<file path="src/rtl/mapr_pkg.sv">
// Package of constants shared by the memory access port register bank.
// What this block does
// - Banked word 3 starts a memory transfer at the transfer address with bits 3:0 set to 0xC.
// - Banked word 3 reads return the fetched data and writes give the memory write data.
// - Banked accesses use transfer address bits 31 to 4 and the word offset as bits 3 to 0.
// - An error response on any memory transaction is captured into the logged error flag.
// - The logged error flag reads 1 after an error since its last clear and 0 otherwise.
// - Writing 1 to the logged error flag clears it and writing 0 leaves it unchanged.
// - The response register resets to zero and its bits 31 to 1 read as zero and ignore writes.
// - The configuration incrementer field reads as 1, meaning a 10-bit address incrementer.
// - The configuration error field reads as 1: error controls and the response register exist.
// - The configuration direct window size field reads as 0xA, meaning 256 words of 32 bits.
// - The configuration register is read-only at 0x000101A0 and its reserved bits read zero.
// - The pointer address field gives the tied-off address if the present bit is 1, else zero.
// - Pointer bits 11 to 2 read as zero and ignore writes.
// - Pointer bit 1 always reads as 1.
// - Pointer bit 0 returns the tied-off component present input.
package mapr_pkg;

  localparam logic [11:0] MAPR_OFF_BANKED_WORD3  = 12'hD1C;
  localparam logic [11:0] MAPR_OFF_TRANSFER_RESP = 12'hD24;
  localparam logic [11:0] MAPR_OFF_PORT_CONFIG   = 12'hDF4;
  localparam logic [11:0] MAPR_OFF_ROM_POINTER   = 12'hDF8;

  localparam logic [31:0] MAPR_BANK_MASK         = 32'hFFFFFFF0;
  localparam logic [3:0]  MAPR_BANK3_LOW         = 4'hC;

  localparam int          MAPR_ERR_FLAG_BIT      = 0;
  localparam logic [31:0] MAPR_TRANSFER_RESP_RST = 32'h00000000;

  localparam logic [3:0]  MAPR_CFG_INC_SIZE      = 4'h1;
  localparam logic [3:0]  MAPR_CFG_ERR_MODE      = 4'h1;
  localparam logic [3:0]  MAPR_CFG_WIN_SIZE      = 4'hA;
  localparam int          MAPR_CFG_INC_LSB       = 16;
  localparam int          MAPR_CFG_ERR_LSB       = 8;
  localparam int          MAPR_CFG_WIN_LSB       = 4;
  localparam logic [31:0] MAPR_CFG_VALUE         = 32'h000101A0;

  localparam int          MAPR_PTR_ADDR_LSB      = 12;
  localparam int          MAPR_PTR_FORMAT_BIT    = 1;
  localparam int          MAPR_PTR_PRESENT_BIT   = 0;

  typedef enum logic [1:0]
  {
    MAPR_IDLE  = 2'b00,
    MAPR_SETUP = 2'b01,
    MAPR_WAIT  = 2'b10,
    MAPR_DONE  = 2'b11
  } mapr_state_type;

endpackage

</file>
<file path="src/rtl/mapr_sync.sv">
// Two flip-flop synchroniser for the tied-off pointer inputs.
module mapr_sync
#(
  parameter int WIDTH = 1
)
(
  // Clock and reset.
  input  wire logic             sys_clk_in,
  input  wire logic             reset_n_in,
  input  wire logic             clk_en_in,
  // Data.
  input  wire logic [WIDTH-1:0] async_in,
  output logic      [WIDTH-1:0] sync_out
);

  logic [WIDTH-1:0] stage1;
  logic [WIDTH-1:0] stage2;
  logic [WIDTH-1:0] next_stage1;
  logic [WIDTH-1:0] next_stage2;

  always_comb
  begin
    next_stage1 = stage1;
    next_stage2 = stage2;
    if (clk_en_in)
    begin
      next_stage1 = async_in;
      next_stage2 = stage1;
    end
  end

  always_ff @(posedge sys_clk_in or negedge reset_n_in)
  begin
    if (!reset_n_in)
    begin
      stage1 <= '0;
      stage2 <= '0;
    end
    else
    begin
      stage1 <= next_stage1;
      stage2 <= next_stage2;
    end
  end

  assign sync_out = stage2;

endmodule

</file>
<file path="src/rtl/mapr_regs.sv">
// Register bank of the memory access port: banked word 3, response, config, pointer.
module mapr_regs
(
  // Clock, reset and enable.
  input  wire logic        sys_clk_in,
  input  wire logic        reset_n_in,
  input  wire logic        clk_en_in,
  // APB slave port from the debug port.
  input  wire logic        psel_in,
  input  wire logic        penable_in,
  input  wire logic        pwrite_in,
  input  wire logic [11:0] paddr_in,
  input  wire logic [31:0] pwdata_in,
  output logic      [31:0] prdata_out,
  output logic             pready_out,
  output logic             pslverr_out,
  // Transfer address from the rest of the port.
  input  wire logic [31:0] transfer_address_reg_in,
  // Memory master side.
  output logic             mem_req_out,
  output logic             mem_write_out,
  output logic      [31:0] mem_addr_out,
  output logic      [31:0] mem_wdata_out,
  input  wire logic        mem_done_in,
  input  wire logic        mem_error_in,
  input  wire logic [31:0] mem_rdata_in,
  // Logged error flag for the error controls elsewhere in the port.
  output logic             error_logged_out,
  // Tie-off pointer inputs.
  input  wire logic [19:0] base_address_in,
  input  wire logic        component_present_in
);

  //////////////////////////////////////////////////////////////////////////////

  function automatic logic [31:0] banked_addr(input logic [31:0] transfer_address_reg, input logic [3:0] low);
    banked_addr = (transfer_address_reg & mapr_pkg::MAPR_BANK_MASK) | {28'h0000000, low};
  endfunction

  logic [19:0] base_sync;
  logic        present_sync;

  mapr_sync #(.WIDTH(21)) u_sync
  (
    .sys_clk_in (sys_clk_in),
    .reset_n_in (reset_n_in),
    .clk_en_in  (clk_en_in),
    .async_in   ({base_address_in, component_present_in}),
    .sync_out   ({base_sync, present_sync})
  );

  //////////////////////////////////////////////////////////////////////////////

  mapr_pkg::mapr_state_type state;
  mapr_pkg::mapr_state_type next_state;
  logic        err_flag;
  logic        next_err_flag;
  logic [31:0] prdata;
  logic [31:0] next_prdata;
  logic        pready;
  logic        next_pready;
  logic        mem_req;
  logic        next_mem_req;
  logic        mem_write;
  logic        next_mem_write;
  logic [31:0] mem_addr;
  logic [31:0] next_mem_addr;
  logic [31:0] mem_wdata;
  logic [31:0] next_mem_wdata;

  logic        setup;
  logic        hit_bank;
  logic [31:0] read_value;
  logic        clear_err;

  always_comb
  begin
    setup     = psel_in && penable_in && (state == mapr_pkg::MAPR_IDLE);
    hit_bank  = (paddr_in == mapr_pkg::MAPR_OFF_BANKED_WORD3);
    clear_err = setup && pwrite_in && (paddr_in == mapr_pkg::MAPR_OFF_TRANSFER_RESP)
                && pwdata_in[mapr_pkg::MAPR_ERR_FLAG_BIT];
    read_value = 32'h00000000;
    case (paddr_in)
      mapr_pkg::MAPR_OFF_TRANSFER_RESP:
        read_value = {31'h0, err_flag};
      mapr_pkg::MAPR_OFF_PORT_CONFIG:
        read_value = mapr_pkg::MAPR_CFG_VALUE;
      mapr_pkg::MAPR_OFF_ROM_POINTER:
        read_value = {present_sync ? base_sync : 20'h00000,
                      10'h0, 1'b1, present_sync};
      default:
        read_value = 32'h00000000;
    endcase
  end

  // Upper bits of the response word stay zero; only bit 0 is stored.
  always_comb
  begin
    next_state     = state;
    next_err_flag  = err_flag;
    next_prdata    = prdata;
    next_pready    = 1'b0;
    next_mem_req   = 1'b0;
    next_mem_write = mem_write;
    next_mem_addr  = mem_addr;
    next_mem_wdata = mem_wdata;
    if (clear_err)
    begin
      next_err_flag = 1'b0;
    end
    if (mem_done_in && mem_error_in)
    begin
      next_err_flag = 1'b1;
    end
    case (state)
      mapr_pkg::MAPR_IDLE:
      begin
        if (setup && hit_bank)
        begin
          next_mem_req   = 1'b1;
          next_mem_write = pwrite_in;
          next_mem_addr  = banked_addr(transfer_address_reg_in,
                                       mapr_pkg::MAPR_BANK3_LOW);
          next_mem_wdata = pwdata_in;
          next_state     = mapr_pkg::MAPR_WAIT;
        end
        else if (setup)
        begin
          // Read-only registers take writes silently to keep debuggers simple.
          next_prdata = pwrite_in ? prdata : read_value;
          next_pready = 1'b1;
          next_state  = mapr_pkg::MAPR_DONE;
        end
      end
      mapr_pkg::MAPR_WAIT:
      begin
        if (mem_done_in)
        begin
          next_prdata = mem_write ? prdata : mem_rdata_in;
          next_pready = 1'b1;
          next_state  = mapr_pkg::MAPR_DONE;
        end
      end
      mapr_pkg::MAPR_DONE:
        next_state = mapr_pkg::MAPR_IDLE;
      default:
        next_state = mapr_pkg::MAPR_IDLE;
    endcase
  end

  always_ff @(posedge sys_clk_in or negedge reset_n_in)
  begin
    if (!reset_n_in)
    begin
      state     <= mapr_pkg::MAPR_IDLE;
      err_flag  <= mapr_pkg::MAPR_TRANSFER_RESP_RST[0];
      prdata    <= 32'h00000000;
      pready    <= 1'b0;
      mem_req   <= 1'b0;
      mem_write <= 1'b0;
      mem_addr  <= 32'h00000000;
      mem_wdata <= 32'h00000000;
    end
    else if (clk_en_in)
    begin
      state     <= next_state;
      err_flag  <= next_err_flag;
      prdata    <= next_prdata;
      pready    <= next_pready;
      mem_req   <= next_mem_req;
      mem_write <= next_mem_write;
      mem_addr  <= next_mem_addr;
      mem_wdata <= next_mem_wdata;
    end
  end

  assign prdata_out       = prdata;
  assign pready_out       = pready;
  assign pslverr_out      = 1'b0;
  assign mem_req_out      = mem_req;
  assign mem_write_out    = mem_write;
  assign mem_addr_out     = mem_addr;
  assign mem_wdata_out    = mem_wdata;
  assign error_logged_out = err_flag;
endmodule

</file>
<file path="config.mk">
export PLATFORM = sky130hd
export DESIGN_NAME = mapr_regs
export DESIGN_NICKNAME = d
export VERILOG_FILES = /design/src/rtl/mapr_pkg.sv /design/src/rtl/mapr_sync.sv /design/src/rtl/mapr_regs.sv
export SDC_FILE = /design/constraint.sdc
export NUM_CORES = 1
export LEC_CHECK = 0
export ABC_AREA = 1
export BUFFER_PORTS_ARGS = -buffer_cell sky130_fd_sc_hd__buf_4
export CAP_MARGIN = 20
export CORE_MARGIN = 5
export CORE_UTILIZATION = 40
export DETAILED_ROUTE_END_ITERATION = 10
export GPL_ROUTABILITY_DRIVEN = 0
export PLACE_DENSITY = 0.68
export SLEW_MARGIN = 20
export SYNTH_ARGS = -nofsm -noshare
export SYNTH_HDL_FRONTEND = slang
export SYNTH_HIERARCHICAL = 1
export SYNTH_SLANG_ARGS = --single-unit
</file>
<file path="constraint.sdc">
create_clock -name sys_clk_in -period 3 [get_ports sys_clk_in]
set_input_delay 0.15 -clock sys_clk_in [delete_from_list [all_inputs] [get_ports sys_clk_in]]
set_output_delay 0.15 -clock sys_clk_in [all_outputs]
set_load 0.02 [all_outputs]
</file>
After elaboration in Yosys (flattened, before gate mapping)

Cells that the tools add are included.

Equal/unequal tests: 11
Mux-type cells: 20
Reduce and logical (&&, ||, !) cells: 14

Operator list:

| kind                   | number |
|---|---|
| $mux W32               | 5 |
| $pmux W32 S3           | 1 |
| $pmux W32 S2           | 1 |
| $eq A12 B12 Y1 const B | 4 |
| $mux W20               | 1 |
| $ne A2 B2 Y1 const B   | 5 |
| $logic_and A1 B1 Y1    | 7 |
| $mux W1                | 7 |
| $reduce_and A7 Y1      | 1 |
| $mux W2                | 3 |
| $reduce_and A3 Y1      | 2 |
| $pmux W2 S2            | 1 |
| $reduce_bool A2 Y1     | 2 |
| $ne A3 B2 Y1 const B   | 1 |
| $eq A2 B2 Y1 const B   | 1 |
| $logic_not A2 Y1       | 1 |
| $pmux W1 S2            | 1 |
| $reduce_and A2 Y1      | 1 |

Register bits after elaboration: 142
Bits of input ports: 137
Output and inout port bits: 101
Word-level logic and storage cells: 55

Logic depth before layout (Yosys ltp)

Gate-level depths: netlist (run 1).

Word-level depth: 7
Gate-level depth with buffers: 10
Mapped depth without buffers: 9

By module

Netlist (run 1), hierarchy kept.

By module, submodules not included:

| module    | times used | cells an instance | area each (um^2) | seq. area each (um^2) |
|---|---|---|---|---|
| mapr_regs | 1          | 594               | 4,494.3          | 2,477.4 |
| mapr_sync | 1          | 178               | 1,654.1          | 1,051.0 |

Worst setup path after synthesis (run 1)

No wires, ideal clock.

Path type: reg-to-reg
Start: register state[0]
End: register prdata[12] (netlist: prdata_out[12])
Library setup time: 0.117 ns
Data arrival time: 1.282 ns
Required time: 2.883 ns
Path slack: 1.601 ns
Stages on the path, launching flop included: 8
Buffers on the path: 1
Clock period less this slack: 1.399 ns
Cell sequence: dfrtp_1 > nor3_1 > nand3_1 > nand2_1 > inv_1 > buf_2 > nand2_1 > nand2_1

Cells in the longest elaborated chain, start to end: 5
Elaborated cells on any way between the ends: 12
Classes of those cells: 6 x eq/ne; 1 x mux; 5 x reduce/logical

RTL lines:

| item                        | RTL line                          | RTL |
|---|---|---|
| start, declared             | mapr_regs.sv:54                   | `mapr_pkg::mapr_state_type state;` |
| start signal, assigned      | mapr_regs.sv:155                  | `state <= mapr_pkg::MAPR_IDLE;` |
| start signal, assigned      | mapr_regs.sv:166                  | `state <= next_state;` |
| $logic_not A2 Y1            | mapr_regs.sv:78, mapr_regs.sv:115 |  |
| $logic_and A1 B1 Y1         | mapr_regs.sv:78                   | `setup = psel_in && penable_in && (state == mapr_pkg::MAPR_IDLE);` |
| $logic_and A1 B1 Y1         | mapr_regs.sv:118                  | `if (setup && hit_bank)` |
| $ne A2 B2 Y1 (no line)      | --                                |  |
| $reduce_and A7 Y1 (no line) | --                                |  |
| end signal, assigned        | mapr_regs.sv:168                  | `prdata <= next_prdata;` |
| end, declared               | mapr_regs.sv:58                   | `logic [31:0] prdata;` |

Parallel ways exist; a longest one is shown, timed or not.
A chain may end at the register's enable or synchronous reset.

Worst setup path after layout (run 1)

Start: register state[0]
End: register mem_addr[19] (netlist: mem_addr_out[19])

Cells in the longest elaborated chain, start to end: 4

RTL lines:

| item                          | RTL line                          | RTL |
|---|---|---|
| $logic_not A2 Y1 *            | mapr_regs.sv:78, mapr_regs.sv:115 |  |
| $logic_and A1 B1 Y1           | mapr_regs.sv:78                   |  |
| $logic_and A1 B1 Y1           | mapr_regs.sv:118                  |  |
| $reduce_and A3 Y1 (no line) * | --                                |  |
| end signal, assigned          | mapr_regs.sv:172                  | `mem_addr <= next_mem_addr;` |
| end, declared                 | mapr_regs.sv:66                   | `logic [31:0] mem_addr;` |

Every way passes the cells marked *; elsewhere a longest branch is shown, timed or not.

==> results.sh, run 1 <==
export IMPL_syn2layout_area_growth_pct=52.6
export IMPL_cts_tree="done"
export IMPL_seq_area_frac_synth_pct=57.4
export IMPL_status="complete, no violations"
export IMPL_ctsLongestPathBuffers=2
export IMPL_antenna_found_initial=1
export IMPL_die_area_um2=18000
export IMPL_wirelength_mm=18.6
export IMPL_clock_sinks=141
export IMPL_vias=5857
export IMPL_routedWlPerCell_um=14.5
export IMPL_start_util_pct=40.6
export IMPL_maxCapViolCount=0
export IMPL_hp_class="input pin to flop"
export IMPL_port_buffers=230
export IMPL_routedLengthMet1_mm=7.75
export IMPL_cts_resized=0
export IMPL_top_layer_used="met4"
export IMPL_cp_end_kind="flop"
export IMPL_drc_errors=0
export IMPL_synthDistinctLibCells=24
export IMPL_required_ns=3.35
export IMPL_io_pins=238
export IMPL_final_net_count=1217
export IMPL_slew_viol_final=0
export IMPL_met3_length_um=934
export IMPL_swShare_pct=32.5
export IMPL_crit_path_max_fanout=62
export IMPL_num_rows=45
export IMPL_fmax_ghz=0.528
export IMPL_avgSynthCellArea_um2=7.96
export IMPL_n_fill_cell=1314
export IMPL_dp_hpwl_mm=12.2
export IMPL_grt_start_max_net_pins=83
export IMPL_setup_violations=0
export IMPL_critPathLaunchType="flop"
export IMPL_first_global_vias=5590
export IMPL_drtPass1Iterations=4
export IMPL_antenna_left=0
export IMPL_rsz0062_at_grt="no"
export IMPL_core_area_um2=15100
export IMPL_peakVddDrop_uv=373
export IMPL_fin_area_um2=9380
export IMPL_power_density_nw_per_um2=636
export IMPL_htree_levels=4
export IMPL_fin_tns_setup_ns=0
export IMPL_dr_wl_met2_mm=9.37
export IMPL_path_clk_slew_ns=0.06
export IMPL_p_clk_share_pct=32.8
export IMPL_dieHeight_um=134
export IMPL_ys_ff_latch=141
export IMPL_period_needed_ns=1.89
export IMPL_drt_iter0_markers=361
export IMPL_combPwrFrac_pct=27.9
export IMPL_clk_latency_ns=0.41
export IMPL_worstSetupPathType="flop to flop"
export IMPL_p_switching_uw=1940
export IMPL_drive_gt1_share_pct=26.1
export IMPL_synth_area_leaders="dfrtp_1 57%, nand2_1 28%, nand4_1 2.3%, inv_1 2.3%, buf_2 1.5%"
export IMPL_yosys_warnings=6
export IMPL_hold_viol=0
export IMPL_numCtsBuffers=17
export IMPL_die_x_um=134
export IMPL_finish_utilization_pct=61.9
export IMPL_seqPwrFrac_pct=39.3
export IMPL_gr_total_overflow=0
export IMPL_cts_root_buf="clkbuf_16"
export IMPL_grt_usage_pct=20.3
export IMPL_netlist_area_leader_share_pct=57.4
export IMPL_netlist_instances=772
export IMPL_post_cts_setup_buffers=0
export IMPL_relSlewSlack_pct=30.7
export IMPL_skew_ns=0.00689
export IMPL_p_leak_uw=0.00541
export IMPL_internal_power_uw=4030
export IMPL_post_route_period_util_pct=63.1
export IMPL_worst_pin_slew_ns=1.04
export IMPL_arrival_ns=2.24
export IMPL_grt_first_pass_wirelength_mm=28.8
export IMPL_avgViaCountPerCell=4.57
export IMPL_placed_area_um2=7930
export IMPL_syn_area_um2=6150
export IMPL_yosysTopAreaCell="dfrtp_1"
export IMPL_whs_ns=0.0194
export IMPL_ctsHoldBuffers=89
## critical path, cell delays in order, from the launching register on
cell	delay, ns
dfrtp_1	0.38
nor3_1	0.25
nand3_1	0.22
nor2_4	0.14
buf_4	0.53
nand2_1	0.17
nand2_1	0.11
## flip-flops by register name, summed over array words and instances, names as in the netlist
signal	cells
error_logged_out	1
mem_addr_out	29
mem_req_out	1
mem_wdata_out	32
mem_write_out	1
prdata_out	32
pready_out	1
state	2
u_sync/stage1	21
u_sync/sync_out	21
## synth_stat cells
| cell type | instances |
|---|---|
| nand2_1 | 460 |
| dfrtp_1 | 141 |
| inv_1 | 37 |
| nand4_1 | 23 |
| nor2_1 | 23 |
| buf_2 | 19 |
| nand3_1 | 12 |
| o21ai_0 | 12 |
| nand2_2 | 10 |
| buf_4 | 9 |
| clkbuf_1 | 8 |
| buf_6 | 5 |
| inv_2 | 2 |
| and2_1 | 1 |
| buf_8 | 1 |
| conb_1 | 1 |
| inv_8 | 1 |
| nand3b_1 | 1 |
| nor2_4 | 1 |
| nor3_1 | 1 |
| o211ai_1 | 1 |
| o21ai_1 | 1 |
| or2_1 | 1 |
| or2_2 | 1 |
## cells by family after synthesis
kind of cell,Yosys count,synth area share [%]
flip-flops,141,57.4
AND/OR/NAND/NOR,534,34.5
buffers and inverters,82,6.86
AO/OA/AOI/OAI,14,1.18
other,1,0.0610
## stage by stage
step / power, uW / setup slack [ns] / std cells
global route: 6280 / 0.941 / 1281
detailed placement: 3950 / 1.16 / 1159
global placement: 3930 / 1.13 / 1159
CTS: 6020 / 1.11 / 1279
finish: 5970 / 1.11 / 1281
floorplan: 3230 / 1.60 / 774
## layout by cell type, fill, tap and decap left out
master         netlist  final
and2_1               1      1
nor3_1               1      1
buf_6                5      1
nand3b_1             1      1
inv_8                1      1
o21ai_0             12     12
o21ai_1              1      1
dfrtp_1            141    141
nand2_1            460    460
clkbuf_16            0     17
nand4_1             23     23
o211ai_1             1      1
nor2_4               1      1
conb_1               1      3
inv_2                2      2
clkinvlp_4           0      4
nor2_2               0      1
buf_4                9    238
diode_2              0      1
clkbuf_8             0      2
or2_2                1      1
or2_1                1      1
nand3_1             12     12
inv_1               37     37
clkbuf_1             8      1
bufinv_16            0      1
dlygate4sd3_1        0     90
nor2_1              23     22
inv_6                0      1
nand2_2             10     10
clkinv_2             0      5
## final cells by class
type,instances,area [um^2],share of cell area [%]
Sequential cell,141,3530,37.6
Timing Repair Buffer,329,2700,28.8
Multi-Input combinational cell,551,2210,23.5
Clock buffer,20,457,4.87
Tap cell,188,235,2.51
Inverter,40,158,1.68
Clock inverter,11,93.8,1.00
Antenna cell,1,2.50,0.0267
## per-layer routing
layer / vias up / global-route usage [%]
met5: - / 0
met4: 0 / 7.94
met3: 33 / 5.48
met2: 167 / 33.7
met1: 2696 / 25.3
li1: 2961 / -
## final timing paths
path / startpoint / endpoint / slack [ns] / cells past startpoint
setup / recovery: state[0] / mem_addr_out[19] / 1.11 / 6
hold / removal: clk_en_in / state[0] / 0.02 / 2
setup reg to reg: state[0] / mem_addr_out[19] / 1.11 / 6
hold reg to reg: u_sync/stage1[7] / u_sync/stage1[7] / 0.47 / 2
max in group asynchronous: reset_n_in / mem_wdata_out[6] / 1.80 / 3
min in group asynchronous: reset_n_in / u_sync/stage1[5] / 0.36 / 2
## power by group through the flow
stage	registers, uW	logic [uW]	clock network, uW
6_report	2340	1660	1960
5_1_grt	2380	1830	2080
4_1_cts	2340	1680	1990
3_5_place_dp	2370	1580	0
3_3_place_gp	2370	1560	0
2_1_floorplan	2610	625	0
No activity file was read; power rests on OpenSTA's default activity.
==> inputs of run 2 (changes only) <==
ABC_AREA = 0   (was 1)
PLACE_DENSITY = 0.7   (was 0.68)
clock period = 1.6 ns   (was 3 ns; I/O delays follow)
==> results.sh, run 2 <==
export IMPL_crit_buf_inv=2
export IMPL_syn2layout_area_growth_pct=74.8
export IMPL_netlist_area_leader_share_pct=57.8
export IMPL_cts_tree="done"
export IMPL_synthTopCellsByCount="141 x dfrtp_1, 90 x mux2_4, 27 x a21oi_1, 25 x nor2_1, 19 x a22oi_1"
export IMPL_yosys_warnings=6
export IMPL_grt_start_max_net_pins=46
export IMPL_failed_checks="setup timing"
export IMPL_start_util_pct=40.5
export IMPL_whs_ns=0.0254
export IMPL_vias=4988
export IMPL_p_leak_uw=0.00513
export IMPL_grt_usage_pct=21.0
export IMPL_maxCapViolCount=0
export IMPL_arrival_ns=2.08
export IMPL_internal_power_uw=8650
export IMPL_avgSynthCellArea_um2=14.8
export IMPL_num_rows=45
export IMPL_period_needed_ns=1.80
export IMPL_status="finished with violations"
export IMPL_die_x_um=134
export IMPL_die_area_um2=17800
export IMPL_drive_gt1_share_pct=58.5
export IMPL_final_cell_mix="255 x buf_4, 141 x dfrtp_1, 117 x dlygate4sd3_1, 101 x mux2_4, 23 x clkbuf_16"
export IMPL_holdPathStages=4
export IMPL_drt_iter0_markers=234
export IMPL_seq_area_frac_synth_pct=57.8
export IMPL_dieHeight_um=134
export IMPL_yosysTopAreaCell="dfrtp_1"
export IMPL_netlist_instances=412
export IMPL_numCtsBuffers=17
export IMPL_ctsLongestPathBuffers=2
export IMPL_antenna_left=0
export IMPL_p_switching_uw=4030
export IMPL_fmax_ghz=0.557
export IMPL_final_net_count=939
export IMPL_critPathLaunchType="flop"
export IMPL_drtPass1Iterations=4
export IMPL_yosysMostFrequentCell="dfrtp_1"
export IMPL_dp_slack_ns=-0.256
export IMPL_cts_root_buf="clkbuf_16"
export IMPL_clock_sinks=141
export IMPL_routedWlPerCell_um=19.8
export IMPL_required_ns=1.89
export IMPL_dp_hpwl_mm=11.2
export IMPL_port_buffers=230
export IMPL_swShare_pct=31.8
export IMPL_seqCellArea_um2=3530
export IMPL_worstSetupPathType="flop to flop"
export IMPL_critical_path_top_delay_family="simple AND/OR/NAND/NOR gates"
export IMPL_peakVddDrop_uv=1310
export IMPL_synth_edff_count=0
export IMPL_rr_worst_depth=6
export IMPL_cp_end_kind="flop"
export IMPL_worstSetupPathDepth=6
export IMPL_htree_levels=4
export IMPL_syn_area_um2=6100
export IMPL_post_route_period_util_pct=112
export IMPL_setup_violations=93
export IMPL_hold_viol=0
export IMPL_power_density_nw_per_um2=1190
export IMPL_combPwrFrac_pct=31.4
export IMPL_core_area_um2=15100
export IMPL_antenna_found_initial=0
export IMPL_synthDistinctLibCells=38
export IMPL_dominantRegCellSynth="dfrtp_1"
export IMPL_p_clk_share_pct=32.1
export IMPL_crit_path_max_fanout=6
export IMPL_layout_commonest_cell="buf_4"
export IMPL_async_flop_share_pct=100
export IMPL_slew_viol_final=0
export IMPL_seqPwrFrac_pct=36.5
export IMPL_clk_latency_ns=0.42
export IMPL_timing_final_ws_setup_ns=-0.196
export IMPL_drc_errors=0
export IMPL_path_cells="nor3_2, and4_1, and2_4, clkbuf_16, buf_12, mux2_4"
export IMPL_max_stage_delay_ns=0.43
export IMPL_n_fill_cell=941
export IMPL_synth_area_leaders="dfrtp_1 58%, mux2_4 22%, buf_12 3.3%, a22oi_1 2.3%, a21oi_1 2.2%"
export IMPL_avgViaCountPerCell=4.97
export IMPL_finish_utilization_pct=70.7
export IMPL_io_pins=238
export IMPL_hp_class="input pin to flop"
export IMPL_rsz0062_at_grt="yes"
export IMPL_wirelength_mm=19.9
export IMPL_cp_slowest_cell="dfrtp_1"
export IMPL_gr_total_overflow=0
export IMPL_path_clk_slew_ns=0.06
export IMPL_skew_ns=0.00896
export IMPL_first_global_vias=5551
export IMPL_multiInputGateArea_um2=2600
export IMPL_ys_ff_latch=141
export IMPL_grt_first_pass_wirelength_mm=29.8
run 2: metal layers:
layer / track usage (%) / up-vias / part of all wire (%)
li1: - / 2245 / -
met1: 23.7 / 2492 / 39
met2: 37.2 / 203 / 52
met3: 6.12 / 48 / 5.8
met4: 8.86 / 0 / 3.0
met5: 0 / - / 0
run 2: kinds of logic (layout without fill, tap and decap cells):
| kind of cell | Yosys count | count (layout) | share of synthesized area (%) |
|---|---|---|---|
| compound gates | 66 | 66 | 6.64 |
| other cells | 1 | 4 | 0.0614 |
| simple gates | 61 | 61 | 5.21 |
| mux | 103 | 103 | 24.5 |
| flops | 141 | 141 | 57.8 |
| buf+inv | 40 | 441 | 5.76 |
run 2: worst min-delay path, cell delays in order:
cell and delay [ns]:
buf_4 0.08, nand2_1 0.04, o21ai_0 0.08, o31a_1 0.12
run 2: area by class of cell:
class	instances	area share (%)
clock buffers	19	4.15
clock inverters	13	1.55
diodes	1	0.0234
well taps	188	2.20
repair buffers	398	34.3
flip-flops and latches	141	33.1
multi-input cells	233	24.3
inverters	11	0.387
run 2: stage by stage:
| step | cells | power, uW | setup TNS, ns | cell area (um^2) |
|---|---|---|---|---|
| 4_1_cts | 993 | 12000 | -7.95 | 10200 |
| 3_3_place_gp | 832 | 7400 | -11.63 | 8100 |
| 3_5_place_dp | 832 | 7480 | -15.78 | 8100 |
| 6_report | 1004 | 12700 | -12.40 | 10700 |
| 5_1_grt | 1003 | 13200 | -18.11 | 10700 |
| 2_1_floorplan | 414 | 6040 | -3.64 | 6130 |
run 2: power by group through the flow:
stage | Sequential (uW) | Clock, uW | Combinational (uW)
floorplan | 4980 | 0 | 1060
global placement | 4510 | 0 | 2900
detailed placement | 4520 | 0 | 2960
CTS | 4470 | 4120 | 3380
global route | 4700 | 4300 | 4220
finish | 4630 | 4070 | 3980
run 2: timing repair:
item	CTS	global route
gates resized for setup	19	86
setup buffers	6	5
endpoints found under the setup margin	92	93
cloned	6	6
hold buffers	117	0
pin swaps	4	12
endpoints found under the hold margin	256	0
run 2: final timing paths:
check                             startpoint                  end  slack (ns)
min in group asynchronous         reset_n_in     mem_addr_out[24]        0.13
hold reg to reg            u_sync/stage1[18]  u_sync/sync_out[18]        0.51
max in group asynchronous         reset_n_in       prdata_out[15]        0.86
hold / removal               mem_rdata_in[0]        prdata_out[0]        0.03
setup reg to reg                    state[1]    mem_wdata_out[27]       -0.20
setup / recovery                    state[1]    mem_wdata_out[27]       -0.20
==> inputs of run 3 (changes only) <==
PLACE_DENSITY = 0.72   (was 0.7)
SETUP_SLACK_MARGIN = 0.1   (was default)
SYNTH_HIERARCHICAL = default   (was 1)
==> results.sh, run 3 <==
export IMPL_fin_tns_setup_ns=-1.89
export IMPL_die_x_um=128
export IMPL_crit_buf_inv=3
export IMPL_yosysMostFrequentCell="dfrtp_1"
export IMPL_grt_usage_pct=20.5
export IMPL_timing_final_ws_setup_ns=-0.0944
export IMPL_grt_first_pass_wirelength_mm=26.4
export IMPL_fin_cells=971
export IMPL_drc_errors=0
export IMPL_status="finished with violations"
export IMPL_yosys_warnings=0
export IMPL_port_buffers=230
export IMPL_syn2layout_area_growth_pct=72.7
export IMPL_skew_ns=0.00826
export IMPL_p_clk_share_pct=33.8
export IMPL_combPwrFrac_pct=28.4
export IMPL_hold_viol=0
export IMPL_synthDistinctLibCells=33
export IMPL_core_area_um2=13800
export IMPL_swShare_pct=29.9
export IMPL_grt_start_max_net_pins=55
export IMPL_final_cell_mix="242 x buf_4, 141 x dfrtp_1, 116 x dlygate4sd3_1, 103 x mux2_2, 27 x a21oi_1"
export IMPL_relSlewSlack_pct=57.7
export IMPL_die_area_um2=16500
export IMPL_cp_slowest_cell="dfrtp_1"
export IMPL_post_route_period_util_pct=106
export IMPL_synth_area_leaders="dfrtp_1 63%, mux2_2 21%, a21oi_1 2.7%, a22oi_1 2.5%, nor2_1 1.8%"
export IMPL_hold_start="psel_in"
export IMPL_avgSynthCellArea_um2=13.7
export IMPL_holdPathStages=3
export IMPL_failed_checks="setup timing"
export IMPL_crit_path_max_fanout=4
export IMPL_fmax_ghz=0.590
export IMPL_ys_ff_latch=141
export IMPL_gr_total_overflow=0
export IMPL_worstSetupPathType="flop to flop"
export IMPL_n_fill_cell=920
export IMPL_drive_gt1_share_pct=52.4
export IMPL_internal_power_uw=8360
export IMPL_r2r_start="state[1]"
export IMPL_worst_pin_slew_ns=0.634
export IMPL_io_pins=238
export IMPL_drtPass1Iterations=4
export IMPL_r2r_slack_ns=-0.09
export IMPL_critical_path_top_delay_family="compound AO/OA/AOI/OAI gates"
export IMPL_netlist_area_leader_share_pct=63.0
export IMPL_netlist_instances=409
export IMPL_routedWlPerCell_um=18.1
export IMPL_htree_levels=4
export IMPL_critPathLaunchType="flop"
export IMPL_multiInputGateArea_um2=1990
export IMPL_min_to="state[1]"
export IMPL_period_needed_ns=1.69
export IMPL_yosysTopAreaCell="dfrtp_1"
export IMPL_cts_root_buf="clkbuf_16"
export IMPL_syn_area_um2=5600
export IMPL_path_cells="or3_4, a221oi_4, buf_4, buf_6, clkbuf_16, nor2_2, a21oi_1"
export IMPL_p_leak_uw=0.00474
export IMPL_cp_end_kind="flop"
export IMPL_seqPwrFrac_pct=37.8
export IMPL_arrival_ns=2.03
export IMPL_synthTopCellsByCount="141 x dfrtp_1, 103 x mux2_2, 30 x a21oi_1, 27 x nor2_1, 19 x a22oi_1"
export IMPL_final_net_count=914
export IMPL_slew_viol_final=0
export IMPL_setup_violations=32
export IMPL_path_clk_slew_ns=0.06
export IMPL_numCtsBuffers=17
export IMPL_drt_iter0_markers=224
export IMPL_wirelength_mm=17.6
export IMPL_rr_worst_depth=7
export IMPL_required_ns=1.94
export IMPL_start_util_pct=40.5
export IMPL_antenna_left=0
export IMPL_layout_commonest_cell="buf_4"
export IMPL_peakVddDrop_uv=836
export IMPL_avgViaCountPerCell=4.95
export IMPL_maxCapViolCount=0
export IMPL_vias=4810
export IMPL_synth_edff_count=0
export IMPL_whs_ns=0.0155
export IMPL_rsz0062_at_grt="yes"
export IMPL_async_flop_share_pct=100
export IMPL_hp_class="input pin to flop"
export IMPL_dominantRegCellSynth="dfrtp_1"
export IMPL_ctsLongestPathBuffers=2
export IMPL_num_rows=43
export IMPL_p_switching_uw=3570
export IMPL_seq_area_frac_synth_pct=63.0
export IMPL_dp_hpwl_mm=11.2
export IMPL_clock_sinks=141
export IMPL_dieHeight_um=128
export IMPL_power_density_nw_per_um2=1230
export IMPL_r2r_end="prdata_out[7]"
export IMPL_clk_latency_ns=0.41
export IMPL_cts_tree="done"
export IMPL_seqCellArea_um2=3530
export IMPL_first_global_vias=5128
export IMPL_max_stage_delay_ns=0.38
export IMPL_antenna_found_initial=1
export IMPL_dp_cells=812
run 3: cell count changes after synthesis, sizes merged, moves of 3 or more:
cell / change
a21oi: +3
buf: +3
and2: -3
clkbuf: -4
run 3: power by group through the flow:
stage | Sequential [uW] | Combinational, uW | Clock, uW
final | 4500 | 3390 | 4030
after global routing | 4570 | 3620 | 4290
after CTS | 4480 | 3160 | 4100
after detailed placement | 4530 | 2880 | 0
after global placement | 4500 | 2800 | 0
after floorplan | 4990 | 967 | 0
run 3: routing by layer:
layer | share of wire [%] | global-route usage, % | vias up
met5 | 0 | 0 | -
met4 | 2.9 | 9.18 | 0
met3 | 7.7 | 6.14 | 40
met2 | 51 | 35.0 | 197
met1 | 39 | 23.9 | 2382
li1 | - | - | 2191
run 3: how the worst max path moves through the flow:
stage                startpoint              to  slack, ns  cells after the start
global placement    paddr_in[1]  prdata_out[17]      -0.12                      7
CTS                    state[1]   prdata_out[2]      -0.07                      6
detailed placement  paddr_in[1]  prdata_out[28]      -0.19                      7
floorplan              state[1]   prdata_out[0]      -0.06                      4
finish                 state[1]   prdata_out[7]      -0.09                      7
global route           state[1]   prdata_out[8]      -0.14                      7
run 3: final cells by class:
class	instances	share of cell area (%)
Sequential cell	141	36.5
Timing Repair Buffer	375	33.9
Multi-Input combinational cell	232	20.6
Clock buffer	22	4.90
Tap cell	180	2.33
Clock inverter	10	1.42
Inverter	10	0.388
Antenna cell	1	0.0259
run 3: worst register-to-register path, stage by stage, from the launching register on:
cell and delay [ns]:
dfrtp_1 0.38, or3_4 0.38, a221oi_4 0.31, buf_4 0.16, buf_6 0.11, clkbuf_16 0.14
nor2_2 0.03, a21oi_1 0.11
run 3: through the flow:
step | total power, uW | utilization [%] | instance area, um^2 | setup WS [ns]
global placement | 7310 | 55.3 | 7640 | -0.116
finish | 11900 | 70.0 | 9680 | -0.0944
detailed placement | 7410 | 55.3 | 7640 | -0.192
CTS | 11700 | 68.4 | 9460 | -0.0721
global route | 12500 | 70.0 | 9680 | -0.143
floorplan | 5960 | - | 5610 | -0.0564
run 3: repair_timing:
item,CTS,global route
hold buffers,117,0
endpoints found under the setup margin,93,94
resized for setup,5,27
setup buffers,1,2
pin swaps,0,4
hold endpoints to repair,163,0
gates cloned,1,6
run 3: cells by family (layout without fill, tap and decap cells):
logic type | Yosys count | in the layout | synth area share, %
DFF | 141 | 141 | 63.0
muxes | 103 | 103 | 20.7
AOI/OAI and AO/OA | 65 | 65 | 7.28
and+or+nand+nor | 61 | 61 | 5.74
buffers and inverters | 38 | 417 | 3.22
other | 1 | 4 | 0.0669
